### src/logic/vga_plane_path_pkg.sv
// package: register map, field layout and carrier types of the vga plane path control
package vga_plane_path_pkg;

  // ****************************************
  // register window
  // ****************************************
  localparam logic [15:0] REGION_START = 16'h8100; // first decoded offset
  localparam logic [15:0] REGION_END = 16'h8300; // first offset past the window
  localparam logic [15:0] OFF_WRITE_CTRL = 16'h8140; // vga_write_path_control
  localparam logic [15:0] OFF_READ_CTRL = 16'h8144; // vga_read_path_control
  localparam logic [15:0] OFF_MEM_BASE = 16'h8210; // vga_memory_base_offset
  localparam logic [15:0] OFF_LATCH = 16'h8214; // vga_display_latch

  // ****************************************
  // reset values and writable bits
  // ****************************************
  localparam logic [31:0] READ_CTRL_RESET = 32'h0000_0000;
  localparam logic [31:0] WRITE_CTRL_RESET = 32'h0000_0000; // contents undefined, zero chosen
  localparam logic [31:0] LATCH_RESET = 32'h0000_0000;
  localparam logic [5:0] BASE_RESET = 6'h00;
  localparam logic [31:0] WRITE_CTRL_MASK = 32'h0F1F_FFFF; // reserved bits stored as zero
  localparam logic [31:0] READ_CTRL_MASK = 32'h0003_FFFF;

  // ****************************************
  // field positions
  // ****************************************
  localparam int BASE_WR_LSB = 0; // write-only base field
  localparam int BASE_RD_LSB = 8; // read-only base field
  localparam int BASE_W = 6;
  localparam int BASE_ADDR_LSB = 14; // longword address bit the base lands on
  localparam int WR_MAP_MASK_LSB = 24;
  localparam int WR_MODE3_BIT = 20;
  localparam int WR_MODE2_BIT = 19;
  localparam int WR_ROTATE_LSB = 16;
  localparam int WR_SET_RESET_EN_LSB = 12;
  localparam int WR_SET_RESET_VAL_LSB = 8;
  localparam int WR_BIT_MASK_LSB = 0;
  localparam int RD_PLANE_SEL_LSB = 16;
  localparam int RD_FORCE15_BIT = 15;
  localparam int RD_PACKED4_BIT = 14;
  localparam int RD_CHAIN4_BIT = 13;
  localparam int RD_PAGE_BIT = 12;
  localparam int RD_ODD_EVEN_BIT = 11;
  localparam int RD_WR_CHAIN2_BIT = 10;
  localparam int RD_RD_CHAIN2_BIT = 9;
  localparam int RD_MODE_BIT = 8;
  localparam int RD_CMP_MASK_LSB = 4;
  localparam int RD_CMP_VAL_LSB = 0;
  localparam int PLANES = 4;

  // ****************************************
  // carriers
  // ****************************************
  typedef struct packed {
    logic wr; // one-cycle register write strobe
    logic rd; // one-cycle register read strobe
    logic [15:0] addr; // offset from processor_register_base
    logic [31:0] wdata;
  } reg_req_type;

  typedef struct packed {
    logic wr; // one-cycle plane memory write
    logic rd; // one-cycle plane memory read
    logic [19:0] addr; // longword address in graphics memory
    logic [3:0] plane_en; // per-plane write enables
    logic [31:0] data; // plane 3 in the top byte
  } mem_req_type;

endpackage : vga_plane_path_pkg

### src/logic/vga_plane_path_control.sv
// module: vga emulation write/read path control registers and data paths
`timescale 1ns/1ps
`default_nettype none

module vga_plane_path_control (
  // clock and reset
  input wire logic REF_CLK_IN,
  input wire logic RSTN_IN,
  // register access
  input wire vga_plane_path_pkg::reg_req_type REG_REQ_IN,
  output logic REG_HIT_OUT,
  output logic REG_ACK_OUT,
  output logic [31:0] REG_RDATA_OUT,
  // sequencer byte requests
  input wire logic WR_REQ_IN,
  input wire logic [15:0] WR_ADDR_IN,
  input wire logic [7:0] WR_DATA_IN,
  input wire logic RD_REQ_IN,
  input wire logic [15:0] RD_ADDR_IN,
  output logic RD_VALID_OUT,
  output logic [7:0] RD_DATA_OUT,
  // plane memory
  output var vga_plane_path_pkg::mem_req_type MEM_REQ_OUT,
  input wire logic MEM_RDATA_VALID_IN,
  input wire logic [31:0] MEM_RDATA_IN
);
  import vga_plane_path_pkg::*;

  // ****************************************
  // helpers
  // ****************************************
  // offset falls inside the decoded window
  function automatic logic in_window(input logic [15:0] a);
    in_window = (a >= REGION_START) && (a < REGION_END);
  endfunction : in_window

  // eight-bit right rotator
  function automatic logic [7:0] rot8(input logic [7:0] d, input logic [2:0] n);
    logic [15:0] t;
    t = {d, d} >> n;
    rot8 = t[7:0];
  endfunction : rot8

  // vga address to longword address in graphics memory
  function automatic logic [19:0] map_addr(input logic [15:0] a, input logic [5:0] base,
                                           input logic [31:0] rctl);
    logic [15:0] v;
    v = a;
    if (rctl[RD_FORCE15_BIT]) begin
      v[15] = 1'b0;
    end
    if (rctl[RD_CHAIN4_BIT]) begin
      // packed mode folds four chained bytes into one longword
      v = rctl[RD_PACKED4_BIT] ? {2'b00, v[15:2]} : {v[15:2], 2'b00};
    end else if (rctl[RD_ODD_EVEN_BIT]) begin
      v[0] = rctl[RD_PAGE_BIT];
    end
    map_addr = {base, 14'h0000} + {4'h0, v};
  endfunction : map_addr

  // ****************************************
  // state
  // ****************************************
  logic [31:0] wr_ctrl_q, wr_ctrl_d; // vga_write_path_control
  logic [31:0] rd_ctrl_q, rd_ctrl_d; // vga_read_path_control
  logic [5:0] base_q, base_d; // vga_memory_base_offset
  logic [31:0] latch_q, latch_d; // vga_display_latch
  logic ack_q, ack_d;
  logic [31:0] rdata_q, rdata_d;
  mem_req_type mem_q, mem_d;
  logic [1:0] rd_plane_q, rd_plane_d; // plane picked at request time
  logic rd_valid_q, rd_valid_d;
  logic [7:0] rd_data_q, rd_data_d;

  // ****************************************
  // register file
  // ****************************************
  logic hit;
  assign hit = in_window(REG_REQ_IN.addr);
  assign REG_HIT_OUT = hit;

  // next values of the software registers
  always_comb begin
    wr_ctrl_d = wr_ctrl_q;
    rd_ctrl_d = rd_ctrl_q;
    base_d = base_q;
    latch_d = latch_q;
    ack_d = hit && (REG_REQ_IN.wr || REG_REQ_IN.rd);
    rdata_d = rdata_q;
    // a read return loads the latch; a software write in the same cycle wins
    if (MEM_RDATA_VALID_IN) begin
      latch_d = MEM_RDATA_IN;
    end
    if (hit && REG_REQ_IN.wr) begin
      unique case (REG_REQ_IN.addr)
        OFF_WRITE_CTRL: wr_ctrl_d = REG_REQ_IN.wdata & WRITE_CTRL_MASK;
        OFF_READ_CTRL: rd_ctrl_d = REG_REQ_IN.wdata & READ_CTRL_MASK;
        OFF_MEM_BASE: base_d = REG_REQ_IN.wdata[BASE_WR_LSB +: BASE_W];
        OFF_LATCH: latch_d = REG_REQ_IN.wdata;
        default: ; // unmapped offsets in the window take no write
      endcase
    end
    if (hit && REG_REQ_IN.rd) begin
      unique case (REG_REQ_IN.addr)
        OFF_WRITE_CTRL: rdata_d = wr_ctrl_q;
        OFF_READ_CTRL: rdata_d = rd_ctrl_q;
        // write-only field reads as zero, stored base shows higher up
        OFF_MEM_BASE: rdata_d = {18'h00000, base_q, 8'h00};
        OFF_LATCH: rdata_d = latch_q;
        default: rdata_d = 32'h0000_0000; // unmapped reads as zero
      endcase
    end
  end

  // register stage of the software registers
  always_ff @(posedge REF_CLK_IN) begin
    if (!RSTN_IN) begin
      wr_ctrl_q <= WRITE_CTRL_RESET;
      rd_ctrl_q <= READ_CTRL_RESET;
      base_q <= BASE_RESET;
      latch_q <= LATCH_RESET;
      ack_q <= 1'b0;
      rdata_q <= 32'h0000_0000;
    end else begin
      wr_ctrl_q <= wr_ctrl_d;
      rd_ctrl_q <= rd_ctrl_d;
      base_q <= base_d;
      latch_q <= latch_d;
      ack_q <= ack_d;
      rdata_q <= rdata_d;
    end
  end

  assign REG_ACK_OUT = ack_q;
  assign REG_RDATA_OUT = rdata_q;

  // ****************************************
  // write path
  // ****************************************
  logic [7:0] rotated;
  logic [3:0] chain_en;
  logic [31:0] wr_word;
  logic [7:0] plane_d, plane_m;

  // byte to four-plane longword, read path steers chain 2 for writes
  always_comb begin
    rotated = rot8(WR_DATA_IN, wr_ctrl_q[WR_ROTATE_LSB +: 3]);
    if (rd_ctrl_q[RD_CHAIN4_BIT]) begin
      chain_en = 4'h1 << WR_ADDR_IN[1:0];
    end else if (rd_ctrl_q[RD_WR_CHAIN2_BIT]) begin
      chain_en = WR_ADDR_IN[0] ? 4'hA : 4'h5;
    end else begin
      chain_en = 4'hF;
    end
    wr_word = 32'h0000_0000;
    plane_d = 8'h00;
    plane_m = 8'h00;
    for (int p = 0; p < PLANES; p++) begin
      if (wr_ctrl_q[WR_MODE3_BIT]) begin
        // mode 3 wins when both mode bits are set
        plane_d = {8{wr_ctrl_q[WR_SET_RESET_VAL_LSB + p]}};
        plane_m = wr_ctrl_q[WR_BIT_MASK_LSB +: 8] & rotated;
      end else if (wr_ctrl_q[WR_MODE2_BIT]) begin
        plane_d = {8{WR_DATA_IN[p]}};
        plane_m = wr_ctrl_q[WR_BIT_MASK_LSB +: 8];
      end else begin
        plane_d = wr_ctrl_q[WR_SET_RESET_EN_LSB + p] ? {8{wr_ctrl_q[WR_SET_RESET_VAL_LSB + p]}} : rotated;
        plane_m = wr_ctrl_q[WR_BIT_MASK_LSB +: 8];
      end
      // clear mask bits keep the byte latched by the last read
      wr_word[p * 8 +: 8] = (plane_d & plane_m) | (latch_q[p * 8 +: 8] & ~plane_m);
    end
  end

  // ****************************************
  // read path
  // ****************************************
  logic [1:0] req_plane;
  logic [7:0] cmp_bits;
  logic [7:0] sel_byte;

  // plane chosen for a mode 0 read
  always_comb begin
    if (rd_ctrl_q[RD_CHAIN4_BIT]) begin
      req_plane = RD_ADDR_IN[1:0];
    end else if (rd_ctrl_q[RD_RD_CHAIN2_BIT]) begin
      req_plane = {rd_ctrl_q[RD_PLANE_SEL_LSB + 1], RD_ADDR_IN[0]};
    end else begin
      req_plane = rd_ctrl_q[RD_PLANE_SEL_LSB +: 2];
    end
  end

  // colour compare: excluded planes always match
  always_comb begin
    cmp_bits = 8'hFF;
    for (int p = 0; p < PLANES; p++) begin
      if (rd_ctrl_q[RD_CMP_MASK_LSB + p]) begin
        cmp_bits = cmp_bits & ~(MEM_RDATA_IN[p * 8 +: 8] ^ {8{rd_ctrl_q[RD_CMP_VAL_LSB + p]}});
      end
    end
    sel_byte = MEM_RDATA_IN[rd_plane_q * 8 +: 8];
  end

  // ****************************************
  // memory request sequencing
  // ****************************************
  // next memory request and read return
  always_comb begin
    mem_d = '0;
    rd_plane_d = rd_plane_q;
    rd_valid_d = MEM_RDATA_VALID_IN;
    rd_data_d = rd_data_q;
    if (WR_REQ_IN) begin
      // a write takes the port when both arrive together
      mem_d.wr = 1'b1;
      mem_d.addr = map_addr(WR_ADDR_IN, base_q, rd_ctrl_q);
      mem_d.plane_en = wr_ctrl_q[WR_MAP_MASK_LSB +: 4] & chain_en;
      mem_d.data = wr_word;
    end else if (RD_REQ_IN) begin
      mem_d.rd = 1'b1;
      mem_d.addr = map_addr(RD_ADDR_IN, base_q, rd_ctrl_q);
      rd_plane_d = req_plane;
    end
    if (MEM_RDATA_VALID_IN) begin
      rd_data_d = rd_ctrl_q[RD_MODE_BIT] ? cmp_bits : sel_byte;
    end
  end

  // register stage of the memory side
  always_ff @(posedge REF_CLK_IN) begin
    if (!RSTN_IN) begin
      mem_q <= '0;
      rd_plane_q <= 2'h0;
      rd_valid_q <= 1'b0;
      rd_data_q <= 8'h00;
    end else begin
      mem_q <= mem_d;
      rd_plane_q <= rd_plane_d;
      rd_valid_q <= rd_valid_d;
      rd_data_q <= rd_data_d;
    end
  end

  assign MEM_REQ_OUT = mem_q;
  assign RD_VALID_OUT = rd_valid_q;
  assign RD_DATA_OUT = rd_data_q;
endmodule : vga_plane_path_control

`default_nettype wire

### config.mk
export PLATFORM = sky130hd
export DESIGN_NAME = vga_plane_path_control
export DESIGN_NICKNAME = d
export VERILOG_FILES = /design/src/logic/vga_plane_path_pkg.sv /design/src/logic/vga_plane_path_control.sv
export SDC_FILE = /design/constraint.sdc
export NUM_CORES = 1
export LEC_CHECK = 0
export ABC_AREA = 1
export BUFFER_PORTS_ARGS = -buffer_cell sky130_fd_sc_hd__buf_2
export CORE_UTILIZATION = 45
export DETAILED_ROUTE_END_ITERATION = 16
export PLACE_DENSITY = 0.68
export SLEW_MARGIN = 20
export SYNTH_ARGS = -nofsm -noshare
export SYNTH_HDL_FRONTEND = slang
export SYNTH_SLANG_ARGS = --single-unit
### constraint.sdc
create_clock -name REF_CLK_IN -period 2.34 [get_ports REF_CLK_IN]
set_input_delay 0.468 -clock REF_CLK_IN [delete_from_list [all_inputs] [get_ports REF_CLK_IN]]
set_output_delay 0.468 -clock REF_CLK_IN [all_outputs]
set_load 0.1 [all_outputs]
==> flow_metrics.env <==
export IMPL_synth_net_count=1685
export IMPL_synth_top_flop_cell="dfxtp_1"
export IMPL_post_route_period_util_pct=89.7
export IMPL_status="finished clean"
export IMPL_finClkSkew_ns=0.0119
export IMPL_post_cts_buffers=0
export IMPL_crit_end="MEM_REQ_OUT[14]"
export IMPL_fmax_ghz=0.476
export IMPL_globalplace_congestion=0.986
export IMPL_routedWlPerCell_um=18.3
export IMPL_htree_levels=4
export IMPL_finalInstanceArea_sq_um=11900
export IMPL_syn_area_sq_um=10000
export IMPL_leakage_uw=0.00572
export IMPL_cp_required_ns=2.69
export IMPL_core_area_sq_um=21800
export IMPL_seq_area_sq_um=3660
export IMPL_slew_headroom_pct=48.5
export IMPL_crit_fanout=10
export IMPL_globalRouteOverflowTotal=0
export IMPL_setup_viol_count_final=0
export IMPL_cts_hold_buf=0
export IMPL_die_width_um=151
export IMPL_crit_type="reg -> reg"
export IMPL_synth_most_common_cell="nand2_1"
export IMPL_async_flop_share_pct=0
export IMPL_placed_area_sq_um=11300
export IMPL_critPathLaunch="wr_ctrl_q[18]"
export IMPL_period_minus_slack_ns=2.10
export IMPL_synth_seq_area_share_pct=36.7
export IMPL_syn_area_per_cell_sq_um=6.44
export IMPL_end_kind="flip-flop"
export IMPL_grt_pass1_vias=10225
export IMPL_synth_area_top_cells="dfxtp_1 37%, nand2_1 18%, a21oi_1 8.0%"
export IMPL_synth_edff_count=0
export IMPL_worst_pin_slew_ns=0.772
export IMPL_instances_no_fill=2031
export IMPL_drc_errors=0
export IMPL_placedCellCount=1998
export IMPL_cts_buffers_inserted=17
export IMPL_clock_sinks=183
export IMPL_clock_path_buffers=2
export IMPL_start_util_pct=45.8
export IMPL_fillCellCount=2247
export IMPL_cap_violations=0
export IMPL_reg2reg_setup_slack_ns=0.24
export IMPL_max_stage_delay_ns=0.51
export IMPL_num_rows=54
export IMPL_r2r_start="wr_ctrl_q[18]"
export IMPL_pin_count=228
export IMPL_hold_slack_ns=0.305
export IMPL_root_buffer="clkbuf_16"
export IMPL_min_path_type="in -> reg"
export IMPL_setup_worst_path_start_class="flip-flop"
export IMPL_slew_violations=0
export IMPL_synth_top_area_share_pct=36.7
export IMPL_cellPowerDensity_nw_per_um2=595
export IMPL_drive_gt1_share_pct=18.5
export IMPL_antenna_left=0
export IMPL_grt_setup_unrepaired="false"
export IMPL_cp_arrival_ns=2.45
export IMPL_vias=11424
export IMPL_finalNetCount=1870
export IMPL_synth_top_area_cell="dfxtp_1"
export IMPL_clock_latency_ns=0.44
export IMPL_area_delta_synth_final_pct=19.2
export IMPL_totalWireLength_um=37100
export IMPL_ys_seq_elements=183
export IMPL_ys_types=44
export IMPL_rr_endpoint="MEM_REQ_OUT[14]"
export IMPL_ctsResizeCount=0
export IMPL_grt_max_degree=67
export IMPL_cts_tree="done"
export IMPL_port_buffers=227
export IMPL_rr_worst_depth=6
export IMPL_yosys_warnings=0
export IMPL_hold_viol=0
export IMPL_total_power_uw=7090
export IMPL_drt_iter0_drc=1103
export IMPL_via_per_inst=5.62
export IMPL_clkTransAtPathRegs_ns=0.07
export IMPL_antenna_found_initial=2
export IMPL_dr_pass1_iters=6
export IMPL_dp_hpwl_um=27500
export IMPL_grt_pass1_wl_um=56800
export IMPL_syn_inst=1552
export IMPL_synth_common_cells="467 x nand2_1, 183 x dfxtp_1, 159 x a21oi_1"
export IMPL_track_usage_pct=32.8
export IMPL_crit_slowest_cell="dfxtp_1"
export IMPL_multi_input_area_sq_um=5480
export IMPL_dieHeight_um=151
export IMPL_vdd_drop_max_mv=0.447
export IMPL_setup_tns_ns=0
export IMPL_crit_chain="clkinv_1 -> nand3_1 -> nand2_1 -> o21ai_2 -> nor2_1 -> a21oi_1"
export IMPL_die_area_sq_um=22800
[logic make-up (layout without fill, tap and decap cells)]
group                    Yosys count  in the layout  share of synthesized area, %
flip-flops                       183            183                          36.7
AO/OA/AOI/OAI                    375            375                          20.4
adder cells (fa/ha/maj)            6              6                         0.901
AND/OR/NAND/NOR                  769            769                          32.1
other                              0              1                             0
buffers and inverters            202            400                          8.49
XOR/XNOR                          17             17                          1.49
[layout by cell type, fill, tap and decap left out, types with 12 or more instances in the layout]
master	Yosys	final
a21oi_1	159	159
a31oi_1	12	12
buf_2	23	226
buf_4	8	25
clkbuf_16	0	17
clkinv_1	13	13
dfxtp_1	183	183
inv_1	91	91
nand2_1	467	467
nand3_1	82	82
nor2_1	121	121
nor3_1	72	72
o211ai_1	14	14
o21ai_0	144	144
[layer usage]
layer	global-route usage, %	vias to the layer above	wire (um)
li1	-	5496	-
met1	43.5	5249	15200
met2	51.9	587	17000
met3	6.87	90	3590
met4	12.8	2	1290
met5	0	-	13
[through the flow]
stage | worst slack, ns | util, %
2_1_floorplan | 0.0632 | -
3_3_place_gp | 0.236 | 52.0
3_5_place_dp | 0.200 | 52.0
4_1_cts | 0.276 | 54.6
5_1_grt | 0.0954 | 54.6
6_report | 0.241 | 54.6
[cell type report]
class	count	area share [%]
Clock buffer	20	3.92
Multi-Input combinational cell	1167	46.0
Antenna cell	1	0.0210
Tap cell	280	2.94
Timing Repair Buffer	256	11.9
Inverter	112	3.54
Clock inverter	12	0.893
Sequential cell	183	30.7
[state kept, by name, summed over array words and instances, names as in the netlist]
| signal | cells |
|---|---|
| MEM_REQ_OUT | 58 |
| RD_DATA_OUT | 8 |
| RD_VALID_OUT | 1 |
| REG_ACK_OUT | 1 |
| REG_RDATA_OUT | 32 |
| base_q | 6 |
| latch_q | 32 |
| rd_ctrl_q | 18 |
| rd_plane_q | 2 |
| wr_ctrl_q | 25 |
[worst max-delay path, delay by kind of cell (launching register included)]
kind	cells	cell delay, ns
buffers and inverters	1	0.35
AOI/OAI and AO/OA	2	0.66
and+or+nand+nor	3	0.48
DFF	1	0.51
[power by group]
group / switching [uW] / internal (uW)
clock network: 1360 / 1480
logic: 763 / 265
registers: 32.8 / 3180
[how the worst min path moves through the flow]
stage          depth (start not counted)              start           endpoint  slack, ns
3_3_place_gp                           2  REG_RDATA_OUT[18]  REG_RDATA_OUT[18]       0.45
4_1_cts                                3     REG_REQ_IN[29]        latch_q[29]       0.30
6_report                               3     REG_REQ_IN[28]        latch_q[28]       0.31
2_1_floorplan                          2      wr_ctrl_q[26]    MEM_REQ_OUT[34]       0.44
3_5_place_dp                           2  REG_RDATA_OUT[13]  REG_RDATA_OUT[13]       0.46
5_1_grt                                3     REG_REQ_IN[29]        latch_q[29]       0.31
Power figures use the tool's default switching activity.
